<file path="src/hw/ifu_regs.vh">
// Constants for the float format and underflow unit
`ifndef IFU_REGS_VH
`define IFU_REGS_VH
`define IFU_SP_SIGN      31
`define IFU_SP_EXP_HI    30
`define IFU_SP_EXP_LO    23
`define IFU_SP_FRAC_HI   22
`define IFU_SP_BIAS      8'h7f
`define IFU_SP_EXP_MAX   8'hff
`define IFU_DP_SIGN      63
`define IFU_DP_EXP_HI    62
`define IFU_DP_EXP_LO    52
`define IFU_DP_FRAC_HI   51
`define IFU_DP_BIAS      11'h3ff
`define IFU_RND_NEAR     2'h0
`define IFU_RND_ZERO     2'h1
`define IFU_RND_PINF     2'h2
`define IFU_RND_MINF     2'h3
`define IFU_OP_ADD       3'h0
`define IFU_OP_SUB       3'h1
`define IFU_OP_MUL       3'h2
`define IFU_OP_CMP       3'h3
`define IFU_OP_MOVD      3'h4
`define IFU_EX_INX       0
`define IFU_EX_DZ        1
`define IFU_EX_UNF       2
`define IFU_EX_OVF       3
`define IFU_EX_OPE       4
`define IFU_EX_SNAN      5
`define IFU_EX_NAN       6
`define IFU_EX_UNC       7
`define IFU_CC_C         0
`define IFU_CC_V         1
`define IFU_CC_Z         2
`define IFU_CC_N         3
`define IFU_CC_I         4
`define IFU_CC_LR        5
`define IFU_CC_R         6
`define IFU_CC_A         7
`define IFU_MR_RND_LO    0
`define IFU_MR_FTZ       2
`define IFU_MR_MASK      8'h07
`define IFU_MR_RESET     8'h00
`define IFU_QNAN         32'h7fc00000
`endif

</file>
<file path="src/hw/ifu_alu.v">
// Single precision float ALU with gradual underflow, rounding and flags
// Function
// - single words: sign 31, exponent bias 127 at 30..23, fraction 22..0
// - double words: sign 63, exponent bias 1023 at 62..52, fraction 51..0
// - arithmetic on single precision only; double only moved
// - extended values live only in registers; results stored single or double (no extended format here: results are single, double is only moved)
// - encodings for signed zero, signed infinity, denormals, quiet and signaling Not_a_number_value
// - underflow when normalized result exponent falls below format minimum
// - gradual mode shifts mantissa right until exponent reaches minimum
// - zero exponent field means hidden integer bit is zero
// - fully shifted-out mantissa gives floating-point zero
// - gradual mode stalls one cycle per zero or denormal operand or non-compare result
// - four rounding directions: nearest even, zero, plus and minus infinity
// - each operation meets one-rounding error bounds
// - eight exception flags from inexact to unordered comparison
// - compares give ordered and unordered relations as branch conditions
// - flush mode replaces underflowed results by zero with no stall
// - exception flags sticky until software clears; result delivered anyway
// - reset rounding mode is nearest even
// - results computed exactly then rounded once
`timescale 1ns/1ps
module ifu_alu (
    input  wire        mclk_i,
    input  wire        reset_n_i,
    input  wire        start_i,
    input  wire [2:0]  op_i,
    input  wire [31:0] opa_i,
    input  wire [31:0] opb_i,
    input  wire [63:0] dbl_i,
    input  wire        mode_wr_i,
    input  wire [7:0]  mode_wdata_i,
    input  wire        exc_clr_i,
    input  wire [7:0]  exc_clr_mask_i,
    output wire        busy_o,
    output reg         done_o,
    output reg  [31:0] result_o,
    output reg  [63:0] dbl_o,
    output wire [7:0]  mode_control_reg_o,
    output wire [7:0]  exception_flags_reg_o,
    output wire [7:0]  condition_flags_reg_o
);
`include "ifu_regs.vh"
    localparam ST_IDLE  = 2'h0;
    localparam ST_STALL = 2'h1;
    localparam ST_DONE  = 2'h2;

    // Reset release through two flops
    reg rst_a_ff, rst_b_ff;
    always @(posedge mclk_i or negedge reset_n_i) begin
        if (!reset_n_i) begin
            rst_a_ff <= 1'b0;
            rst_b_ff <= 1'b0;
        end else begin
            rst_a_ff <= 1'b1;
            rst_b_ff <= rst_a_ff;
        end
    end
    wire rst_n = rst_b_ff;

    // Operand decode
    wire        sa, sb, za, zb, da, db, ia, ib, na, nb, sna, snb;
    wire [7:0]  ea, eb;
    wire [23:0] ma, mb;
    ifu_classify u_cla (.word_i(opa_i), .sign_o(sa), .exp_o(ea), .mant_o(ma),
        .zero_o(za), .denorm_o(da), .inf_o(ia), .nan_o(na), .snan_o(sna));
    ifu_classify u_clb (.word_i(opb_i), .sign_o(sb), .exp_o(eb), .mant_o(mb),
        .zero_o(zb), .denorm_o(db), .inf_o(ib), .nan_o(nb), .snan_o(snb));

    reg [7:0]  mode_ff, exc_ff, cc_ff;
    reg [1:0]  state_ff;
    reg [1:0]  stall_cnt_ff;
    reg [31:0] res_hold_ff;
    reg [7:0]  exc_hold_ff, cc_hold_ff;
    wire [1:0] rnd = mode_ff[`IFU_MR_RND_LO+1:`IFU_MR_RND_LO];
    wire       ftz = mode_ff[`IFU_MR_FTZ];

    // Round decision: exact value kept with guard and sticky, rounded once
    function rnd_up;
        input [1:0] m;
        input       s, lsb, g, r, st;
        begin
            case (m)
                `IFU_RND_NEAR: rnd_up = g & (r | st | lsb);
                `IFU_RND_ZERO: rnd_up = 1'b0;
                `IFU_RND_PINF: rnd_up = ~s & (g | r | st);
                `IFU_RND_MINF: rnd_up = s & (g | r | st);
                default:       rnd_up = 1'b0;
            endcase
        end
    endfunction

    // Exact datapath: signed exponent, 50-bit mantissa with sticky
    reg        r_s, eff_sub, r_zero_exact, r_nan, r_inf, r_ope, r_dz;
    reg [9:0]  shift;
    reg [49:0] big_a, big_b, sum;
    reg [47:0] prod;
    reg signed [11:0] r_e;
    reg [11:0] dn_amt;
    reg [49:0] norm;
    reg [26:0] pre;
    reg        stk, up, unf, ovf, inx;
    reg [24:0] rounded;
    reg [31:0] res;
    reg [7:0]  exc_new, cc_new;
    reg        lt, eq, un;
    integer    i, lz;
    always @* begin
        r_s = 1'b0; eff_sub = 1'b0; r_zero_exact = 1'b0; shift = 10'h000;
        big_a = 50'h0; big_b = 50'h0; sum = 50'h0; prod = 48'h0; r_e = 12'sh000;
        norm = 50'h0; pre = 27'h0; stk = 1'b0; up = 1'b0; unf = 1'b0; ovf = 1'b0;
        inx = 1'b0; rounded = 25'h0; res = 32'h0; exc_new = 8'h00; cc_new = 8'h00;
        lz = 0;
        dn_amt = 12'h000;
        r_nan = na | nb;
        r_inf = 1'b0; r_ope = sna | snb; r_dz = 1'b0;
        un = na | nb;
        eq = ~un & ((za & zb) | (opa_i == opb_i));
        lt = ~un & ~eq & ((sa & ~sb) | (sa == sb & ((opa_i[30:0] < opb_i[30:0]) ^ sa)));
        if (op_i == `IFU_OP_MUL) begin
            r_s = sa ^ sb;
            prod = ma * mb;
            norm = {prod, 2'b00};
            r_e = $signed({4'h0, ea}) + $signed({4'h0, eb}) - 12'sd126;
            r_inf = ia | ib;
            r_ope = r_ope | (ia & zb) | (ib & za);
            r_zero_exact = za | zb;
        end else begin
            eff_sub = sa ^ sb ^ (op_i == `IFU_OP_SUB);
            if ({ea, ma} >= {eb, mb}) begin
                shift = {2'b00, ea - eb};
                big_a = {1'b0, ma, 25'h0};
                big_b = {1'b0, mb, 25'h0};
                r_s = sa; r_e = $signed({4'h0, ea});
            end else begin
                shift = {2'b00, eb - ea};
                big_a = {1'b0, mb, 25'h0};
                big_b = {1'b0, ma, 25'h0};
                r_s = sb ^ (op_i == `IFU_OP_SUB); r_e = $signed({4'h0, eb});
            end
            stk = (shift > 10'd48) ? |big_b : |(big_b << (10'd50 - shift));
            big_b = (shift > 10'd48) ? 50'h0 : big_b >> shift;
            sum = eff_sub ? big_a - big_b - {49'h0, stk} : big_a + big_b;
            norm = sum;
            r_e = r_e + 12'sd1;
            r_inf = ia | ib;
            r_ope = r_ope | (ia & ib & eff_sub);
            r_zero_exact = (sum == 50'h0) & ~stk;
            if (r_zero_exact) r_s = (rnd == `IFU_RND_MINF) ? eff_sub : sa & ~eff_sub;
        end
        // Normalize to bit 49
        for (i = 0; i < 50; i = i + 1)
            if (norm[i]) lz = 49 - i;
        if (!r_zero_exact) begin
            norm = norm << lz;
            r_e = r_e - lz[11:0];
        end
        // Denormalize below the minimum exponent
        if (r_e < 12'sd1 && !r_zero_exact) begin
            unf = 1'b1;
            dn_amt = 12'sd1 - r_e;
            shift = (r_e < -12'sd40) ? 10'd50 : dn_amt[9:0];
            stk = stk | (shift > 10'd49 ? |norm : |(norm << (10'd50 - shift)));
            norm = (shift > 10'd49) ? 50'h0 : norm >> shift;
            r_e = 12'sd1;
        end
        pre = {norm[49:24], |norm[23:0] | stk};
        inx = pre[2] | pre[1] | pre[0];                                    // Guard, round or sticky
        up = rnd_up(rnd, r_s, pre[3], pre[2], pre[1], pre[0]);
        rounded = {1'b0, pre[26:3]} + {24'h0, up};
        if (rounded[24]) begin rounded = rounded >> 1; r_e = r_e + 12'sd1; end
        ovf = r_e > 12'sd254;
        if (r_nan | r_ope)
            res = `IFU_QNAN;
        else if (r_inf)
            res = {r_s, `IFU_SP_EXP_MAX, 23'h0};
        else if (ovf)
            res = (rnd == `IFU_RND_ZERO || (rnd == `IFU_RND_PINF && r_s) ||
                   (rnd == `IFU_RND_MINF && !r_s)) ? {r_s, 31'h7f7fffff}
                                                   : {r_s, `IFU_SP_EXP_MAX, 23'h0};
        else if (r_zero_exact || (unf && ftz) || rounded[23:0] == 24'h0)
            res = {r_s, 31'h0};
        else
            res = {r_s, rounded[23] ? r_e[7:0] : 8'h00, rounded[22:0]};
        unf = unf & inx;
        exc_new[`IFU_EX_INX]  = (inx | ovf) & ~r_nan & ~r_inf;
        exc_new[`IFU_EX_DZ]   = r_dz;
        exc_new[`IFU_EX_UNF]  = unf;
        exc_new[`IFU_EX_OVF]  = ovf & ~r_nan & ~r_inf;
        exc_new[`IFU_EX_OPE]  = r_ope;
        exc_new[`IFU_EX_SNAN] = sna | snb;
        exc_new[`IFU_EX_NAN]  = na | nb;
        exc_new[`IFU_EX_UNC]  = (op_i == `IFU_OP_CMP) & un;
        if (op_i == `IFU_OP_CMP) begin
            exc_new[`IFU_EX_INX] = 1'b0; exc_new[`IFU_EX_UNF] = 1'b0;
            exc_new[`IFU_EX_OVF] = 1'b0; exc_new[`IFU_EX_OPE] = sna | snb;
            res = opb_i;
        end
        cc_new[`IFU_CC_C]  = lt;
        cc_new[`IFU_CC_V]  = exc_new[`IFU_EX_OVF];
        cc_new[`IFU_CC_Z]  = (op_i == `IFU_OP_CMP) ? eq : res[30:0] == 31'h0;
        cc_new[`IFU_CC_N]  = (op_i == `IFU_OP_CMP) ? lt : res[`IFU_SP_SIGN];
        cc_new[`IFU_CC_I]  = res[30:0] == {`IFU_SP_EXP_MAX, 23'h0};
        cc_new[`IFU_CC_LR] = un;
        cc_new[`IFU_CC_R]  = un;
        cc_new[`IFU_CC_A]  = ~un;
    end

    // Result denormal or zero check for the stall count
    wire res_den = (res[30:23] == 8'h00);
    wire [1:0] nxt_stall = ftz ? 2'h0 :
        {1'b0, da & (op_i != `IFU_OP_MOVD)} + {1'b0, db & (op_i != `IFU_OP_MOVD)}
        + {1'b0, res_den & (op_i != `IFU_OP_CMP) & (op_i != `IFU_OP_MOVD)};

    assign busy_o = (state_ff == ST_STALL);
    assign mode_control_reg_o    = mode_ff;
    assign exception_flags_reg_o = exc_ff;
    assign condition_flags_reg_o = cc_ff;

    // Sequencer, mode, sticky flags and condition codes; synchronised reset
    always @(posedge mclk_i or negedge rst_n) begin
        if (!rst_n) begin
            state_ff <= ST_IDLE; stall_cnt_ff <= 2'h0; done_o <= 1'b0;
            result_o <= 32'h0; dbl_o <= 64'h0; res_hold_ff <= 32'h0;
            exc_hold_ff <= 8'h00; cc_hold_ff <= 8'h00;
            mode_ff <= `IFU_MR_RESET; exc_ff <= 8'h00; cc_ff <= 8'h00;
        end else begin
            done_o <= 1'b0;
            if (mode_wr_i) mode_ff <= mode_wdata_i & `IFU_MR_MASK;
            // Set wins over clear
            exc_ff <= exc_ff & ~(exc_clr_i ? exc_clr_mask_i : 8'h00);
            case (state_ff)
                ST_IDLE: begin
                    if (start_i && op_i == `IFU_OP_MOVD) begin
                        dbl_o <= dbl_i;
                        done_o <= 1'b1;
                    end else if (start_i) begin
                        res_hold_ff <= res; exc_hold_ff <= exc_new; cc_hold_ff <= cc_new;
                        if (nxt_stall == 2'h0) begin
                            result_o <= res; done_o <= 1'b1; cc_ff <= cc_new;
                            exc_ff <= (exc_ff & ~(exc_clr_i ? exc_clr_mask_i : 8'h00))
                                      | exc_new;
                        end else begin
                            stall_cnt_ff <= nxt_stall;
                            state_ff <= ST_STALL;
                        end
                    end
                end
                ST_STALL: begin
                    stall_cnt_ff <= stall_cnt_ff - 2'h1;
                    if (stall_cnt_ff == 2'h1) state_ff <= ST_DONE;
                end
                ST_DONE: begin
                    result_o <= res_hold_ff; done_o <= 1'b1; cc_ff <= cc_hold_ff;
                    exc_ff <= (exc_ff & ~(exc_clr_i ? exc_clr_mask_i : 8'h00))
                              | exc_hold_ff;
                    state_ff <= ST_IDLE;
                end
                default: state_ff <= ST_IDLE;
            endcase
        end
    end
endmodule

</file>
<file path="src/hw/ifu_classify.v">
// Operand classifier for single precision storage words
`timescale 1ns/1ps
module ifu_classify (
    input  wire [31:0] word_i,
    output wire        sign_o,
    output wire [7:0]  exp_o,
    output wire [23:0] mant_o,
    output wire        zero_o,
    output wire        denorm_o,
    output wire        inf_o,
    output wire        nan_o,
    output wire        snan_o
);
`include "ifu_regs.vh"
    // Field split and special value decode
    wire [7:0] raw_exp = word_i[`IFU_SP_EXP_HI:`IFU_SP_EXP_LO];
    wire       efull   = (raw_exp == `IFU_SP_EXP_MAX);
    wire       ezero   = (raw_exp == 8'h00);
    wire       fz      = (word_i[`IFU_SP_FRAC_HI:0] == 23'h000000);
    assign sign_o   = word_i[`IFU_SP_SIGN];
    assign exp_o    = ezero ? 8'h01 : raw_exp;        // Denormals sit at minimum
    assign mant_o   = {~ezero, word_i[`IFU_SP_FRAC_HI:0]}; // Hidden bit 0 if exp 0
    assign zero_o   = ezero & fz;
    assign denorm_o = ezero;                         // Zero counted as well
    assign inf_o    = efull & fz;
    assign nan_o    = efull & ~fz;
    assign snan_o   = efull & ~fz & ~word_i[`IFU_SP_FRAC_HI];
endmodule

</file>
<file path="config.mk">
export PLATFORM = sky130hd
export DESIGN_NAME = ifu_alu
export DESIGN_NICKNAME = d
export VERILOG_FILES = /design/src/hw/ifu_alu.v /design/src/hw/ifu_classify.v
export VERILOG_INCLUDE_DIRS = /design/src /design/src/hw
export SDC_FILE = /design/constraint.sdc
export NUM_CORES = 2
export LEC_CHECK = 0
export BUFFER_PORTS_ARGS = -buffer_cell sky130_fd_sc_hd__buf_4
export CAP_MARGIN = 5
export CORE_ASPECT_RATIO = 0.8
export CORE_MARGIN = 2
export CORE_UTILIZATION = 35
export DETAILED_ROUTE_END_ITERATION = 8
export GPL_TIMING_DRIVEN = 0
export PLACE_DENSITY = 0.57
export SLEW_MARGIN = 20
export SYNTH_ARGS = -nofsm -noshare
export SYNTH_HDL_FRONTEND = slang
export SYNTH_SLANG_ARGS = --single-unit
</file>
<file path="constraint.sdc">
create_clock -name mclk_i -period 5.8 [get_ports mclk_i]
set_input_delay 0.29 -clock mclk_i [delete_from_list [all_inputs] [get_ports mclk_i]]
set_output_delay 0.29 -clock mclk_i [all_outputs]
set_load 0.02 [all_outputs]
</file>
Word level (Yosys, flattened, before mapping)
Index checks and enable logic that the tools add are counted.
- add/sub/neg operators: 17
- $mul: 1
- divide/modulo/power cells: 0
- $lt $le $gt $ge: 7
- equality and inequality tests: 22
- shift-type cells: 5
- muxes and demuxes: 122
- bitwise logic cells: 72
- reductions and logical operators: 34
- operators by type and width (operator ; number):
    2-to-1 mux 32 bit ; 54
    2-to-1 mux 50 bit ; 8
    OR reduction 50 bit ; 4
    left shift 50 x 10 -> 50 bit ; 2
    >> shifter 50 x 10 -> 50 bit ; 2
    2-to-1 mux 49 bit ; 2
    2-to-1 mux 8 bit ; 12
    2-to-1 mux 31 bit ; 3
    one-hot mux 32 bit (2 select lines) ; 1
    2-to-1 mux 12 bit ; 5
    adder 50 bit ; 1
    zero test 50 bit ; 1
    left shift 50 x 32 -> 50 bit ; 1
    subtractor 50 x 1 -> 50 bit ; 1
    subtractor 50 bit ; 1
    multiplier 24 x 24 -> 48 bit ; 1
    2-to-1 mux 24 bit ; 2
    zero test 23 bit ; 2
    AND 1 bit ; 33
    == test 32 bit ; 1
    >= comparator 32 bit ; 1
    one-hot mux 8 bit (2 select lines) ; 2
    == test 31 bit, second input constant ; 1
    zero test 31 bit ; 1
    other kinds (52) ; 138
- bits in registers: 169
- latch bits: 0
- bits in writable memories: 0
- bits in read-only memories: 0
- input bits: 152
- output and inout port bits: 122
- memories: 0

Logic depth before layout (Yosys ltp)
- depth in word-level cells: 96
- gate-level depth with buffers: 105
- gate-level depth less buffers: 91

Hierarchy
Synthesis repeated with hierarchy kept, for this count alone.
- cell total of the unflattened synthesis: 7421
- area, all modules: 56471.7 um^2
- by module, submodules not included (module ; instances ; cells an instance ; area an instance (um^2) ; seq. area each (um^2)):
    ifu_alu ; 1 ; 7315 ; 55756.0 ; 4129.0
    ifu_classify ; 2 ; 53 ; 357.8 ; 0.0

Least setup slack after synthesis
OpenSTA, ideal clock, no wires.
- path kind: input to register
- start point: input opa_i[27]
- end point: register result_o[14]
- library setup time: 118 ps
- data arrival time: 21354 ps
- data required time: 5682 ps
- slack: -15672 ps
- stages on the path: 98
- buffers on the path: 21
- path through: nor4_1 -> and2_1 -> clkbuf_1 -> clkinv_1 -> nand2b_1 -> inv_1 -> ha_1 -> fa_1 -> buf_2 -> buf_2 -> buf_2 -> clkbuf_1 -> mux2i_1 -> ha_1 -> clkbuf_1 -> clkbuf_1 -> o2111ai_1 -> a41oi_1 -> [62 not listed] -> nand3_1 -> nor3_1 -> mux2_2 -> a21boi_1 -> nand2_2 -> o32a_1 -> or4_1 -> nor2_1 -> nand2_1 -> fa_1 -> a21oi_1 -> inv_1 -> a31oi_1 -> or2_2 -> clkbuf_1 -> clkbuf_1 -> a211oi_1 -> a21o_1
- longest elaborated chain between the ends: 94
- elaborated cells on any way between the ends: 177
- those cells by class: 16 x add/sub; 1 x mul; 6 x order compare; 2 x eq/ne; 5 x shift; 94 x mux; 32 x bitwise; 21 x reduce/logical
- RTL lines (item ; line ; source):
    start, declared ; ifu_alu.v:27 ; input wire [31:0] opa_i,
    branches (longest 94 deep; another with subtractor 50 bit) ; - ;
    end signal, assigned ; ifu_alu.v:223 ; result_o <= 32'h0; dbl_o <= 64'h0; res_hold_ff <= 32'h0;
    end signal, assigned ; ifu_alu.v:239 ; result_o <= res; done_o <= 1'b1; cc_ff <= cc_new;
    end signal, assigned ; ifu_alu.v:253 ; result_o <= res_hold_ff; done_o <= 1'b1; cc_ff <= cc_hold_ff;
    end, declared ; ifu_alu.v:36 ; output reg [31:0] result_o,
Parallel ways; which one is timed is not known. The select of a mux whose other input is x is not followed.
A chain may end at the register's enable or synchronous reset.

Worst setup path in the final report
- start point: input opb_i[21]
- end point: register result_o[14]
- longest elaborated chain between the ends: 92
- elaborated cells on any way between the ends: 169
- those cells by class: 11 x add/sub; 1 x mul; 6 x order compare; 1 x eq/ne; 5 x shift; 93 x mux; 31 x bitwise; 21 x reduce/logical
- RTL lines (item ; line ; source):
    start, declared ; ifu_alu.v:28 ; input wire [31:0] opb_i,
    branches (longest 82 deep; another with subtractor 50 bit) ; - ;
    2-to-1 mux 32 bit * ; ifu_alu.v:172 ; if (r_nan | r_ope)
    2-to-1 mux 32 bit * ; ifu_alu.v:193 ; if (op_i == `IFU_OP_CMP) begin
    zero test 8 bit ; ifu_alu.v:209 ; wire res_den = (res[30:23] == 8'h00);
    AND 1 bit (2 in series) ; ifu_alu.v:212 ; + {1'b0, res_den & (op_i != `IFU_OP_CMP) & (op_i != `IFU_OP_MOVD)};
    adder 2 x 1 -> 2 bit ; ifu_alu.v:211 ; {1'b0, da & (op_i != `IFU_OP_MOVD)} + {1'b0, db & (op_i != `IFU_OP_MOVD)}
    2-to-1 mux 2 bit ; ifu_alu.v:210 ; wire [1:0] nxt_stall = ftz ? 2'h0 :
    zero test 2 bit ; ifu_alu.v:238 ; if (nxt_stall == 2'h0) begin
    != test 2 bit (no source line) ; - ;
    AND reduction 4 bit (no source line) ; - ;
Mark *: on every way between the ends. The select of a mux whose other input is x is not followed.

==> impl_metrics.tcl <==
set metrics [dict create \
    synth-simple-area-share 0.2443 \
    grt_pass1_wl_mm 528.4 \
    initial_core_util 0.3533 \
    reg2reg_from "mode_control_reg_o[0]" \
    rows 131 \
    grtUsageMet1 0.6283 \
    worstPathRequired_ns 6.18 \
    place.gp.congestion 1.122 \
    grt_util_met2 0.6018 \
    grt_pass1_vias 65240 \
    yosys.area.top_type "fa_1" \
    core_um2 160000 \
    synth_compound_area_frac 0.2573 \
    ys_seq_area_frac 0.07305 \
    grt.overflow.total 0 \
    clkLatencyLatePin_ns 0.44 \
    dr.pass1.iters 7 \
    synth.most_common_cell "inv_1" \
    drt.antenna.violating_nets 0 \
    htreeDepth 4 \
    startpoint "opb_i[21]" \
    yosys.area_share.adder 0.2558 \
    max-cap-violations 0 \
    drcViolationCount 0 \
    synth.distinct_cells 134 \
    fillers 16320 \
    final_cells 10260 \
    use_met3 0.2045 \
    clockBufferDepth 2 \
    drive_above_1_share 0.2212 \
    synth-xor-area-share 0.02227 \
    syn_to_final_growth_pct 24.49 \
    regArea_um2 4133 \
    timing.fmax_mhz 47.76 \
    ys.flop_type "dfrtp_1" \
    yosys_register_bits 165 \
    die_area_um2 164700 \
    setup-tns-final_ns -1229.74 \
    grt.total_usage 0.4536 \
    finalWorstSetupSlack_ns -15.14 \
    hp-start "exc_clr_mask_i[1]" \
    multi_input_area_um2 51650 \
    fp.dieH_um 363.4 \
    syn_inst 7494 \
    synth_commonest_cells "inv_1, nand2_1, nor2_1" \
    numCtsBuffers 17 \
    fin_crit_ns 20.94 \
    crit_type "primary input to flop" \
    violations "negative setup slack" \
    synthArstFlopShare 1.000 \
    synth-edff-count 0 \
    crit_top_cell "buf_4" \
    drt-initial-drc-count 11040 \
    grt_max_degree 57 \
    vias 68940 \
    tightest_slew_ns 1.358 \
    netlist.area_leader.share 0.1728 \
    setup_violations 89 \
    wire_per_inst_um 37.72 \
    cpMaxStageDelayCell "a2111oi_2" \
    finalHoldViolCount 0 \
    synth_area_leaders "fa_1, ha_1, dfrtp_1, and2_1, inv_1" \
    synth.area.mux_share 0.05877 \
    startpoint_type "primary input" \
    rsz0062_at_grt "true" \
    wl_mm 386.9 \
    synth_top_family_by_area "compound AO/OA/AOI/OAI gates" \
    cts_sinks 165 \
    maxSlewViolCount 0 \
    finalClockSkew_ns 0.01831 \
    fin_area_um2 70370 \
    cp.arrival_ns 21.31 \
    vias_per_cell 6.722 \
    clk_pin_slew_ns 0.07 \
    netlist_area_um2 56520 \
    yosys_warnings 0 \
    dp.final_hpwl_mm 317.3 \
    relSlewSlack 0.09093 \
    avgSynthCellArea_um2 7.542 \
    tritoncts "yes" \
    status "finished, violations left" \
    post-route-period-util 3.610 \
    fp.dieW_um 453.3 \
    dpl_cell_area_um2 62720 \
    clockRootBuffer "clkbuf_16" \
    ios 274 \
    hold_class "primary input to flop" \
    cp-end-kind "flop" \
    grt.busiest_layer "met1" \
    fin_nets 9097 \
    port_buffers 261 \
    critPathMaxFanout 10 \
    dp_cells 9909 \
    slowest_delay_ns 0.85 \
    antenna_found_initial 46 \
]
[final timing paths]
kind                                            end  slack (ns)  cells after the start
min                        exception_flags_reg_o[1]        0.04                      2
max reg2reg                            result_o[14]       -1.02                     28
min in group asynchronous                  rst_b_ff        0.23                      2
max in group asynchronous                 dbl_o[20]        4.72                      2
max                                    result_o[14]      -15.14                     79
min reg2reg                             result_o[4]        0.25                      0
[kinds of logic after synthesis]
logic type               after synthesis
AND/OR/NAND/NOR                     2723
AO/OA/AOI/OAI                       2052
buffers and inverters               1258
adder cells (fa/ha/maj)              863
multiplexers                         289
flip-flops                           165
XOR/XNOR                             142
other                                  2
[per-layer routing]
metal | up-vias | share of wire
met5 | - | 0.00022
met4 | 12 | 0.050
met3 | 962 | 0.16
met2 | 5505 | 0.37
met1 | 34560 | 0.42
li1 | 27910 | -
[metrics by stage]
stage / worst slack [ns] / hold slack [ns] / util
after floorplan: -12.45 / -0.005591 / -
after global placement: -22.70 / 0.07305 / 0.3881
after detailed placement: -22.29 / 0.07486 / 0.3920
after CTS: -14.30 / 0.02491 / 0.4342
after global routing: -15.19 / 0.03673 / 0.4395
final: -15.14 / 0.04260 / 0.4399
[registers in the layout (all words and copies together), names as in the netlist, 3 cells and up]
name,cells
result_o,32
cc_hold_ff,7
dbl_o,64
exc_hold_ff,5
res_hold_ff,32
exception_flags_reg_o,8
condition_flags_reg_o,7
mode_control_reg_o,3
[cells in the final DEF (no fill, tap or decap), types with 75 or more instances in the layout]
| cell type | instances |
|---|---|
| and2_1 | 548 |
| nor2_1 | 538 |
| mux2i_1 | 107 |
| ha_1 | 335 |
| buf_4 | 581 |
| xnor2_1 | 75 |
| mux2_2 | 101 |
| clkbuf_2 | 75 |
| clkbuf_1 | 146 |
| nand4_1 | 76 |
| o211ai_1 | 97 |
| inv_1 | 728 |
| dfrtp_1 | 164 |
| a21oi_1 | 331 |
| fa_1 | 478 |
| o21ai_0 | 308 |
| a21o_1 | 79 |
| nand2_1 | 662 |
| nor3_1 | 184 |
| a211oi_1 | 116 |
| nand3_1 | 171 |
[critical path: cells and delay by family]
kind | cells | cell delay [ns]
compound gates | 28 | 8.07
simple gates | 20 | 5.61
fa+ha+maj | 5 | 2.33
buf+inv | 25 | 4.19
mux | 1 | 0.66
[final cells by class]
cell class                      instances  area share
Clock buffer                           23    0.006650
Buffer                                480     0.05066
Sequential cell                       165     0.05873
Antenna cell                           33    0.001174
Inverter                              758     0.04164
Clock inverter                          9    0.002027
Timing Repair Buffer                  585     0.06729
Multi-Input combinational cell       6075      0.7340
Tap cell                             2128     0.03784
[what timing repair did]
action / 4_1_cts / 5_1_grt
hold buffers: 1 / 0
pin swaps: 178 / 54
hold endpoints to repair: 2 / 0
gates resized for setup: 955 / 100
setup endpoints to repair: 89 / 89
buffers inserted: 258 / 41
Power is not shown: default switching activity piles up to over one toggle a cycle in this logic, so the estimate is an artifact.
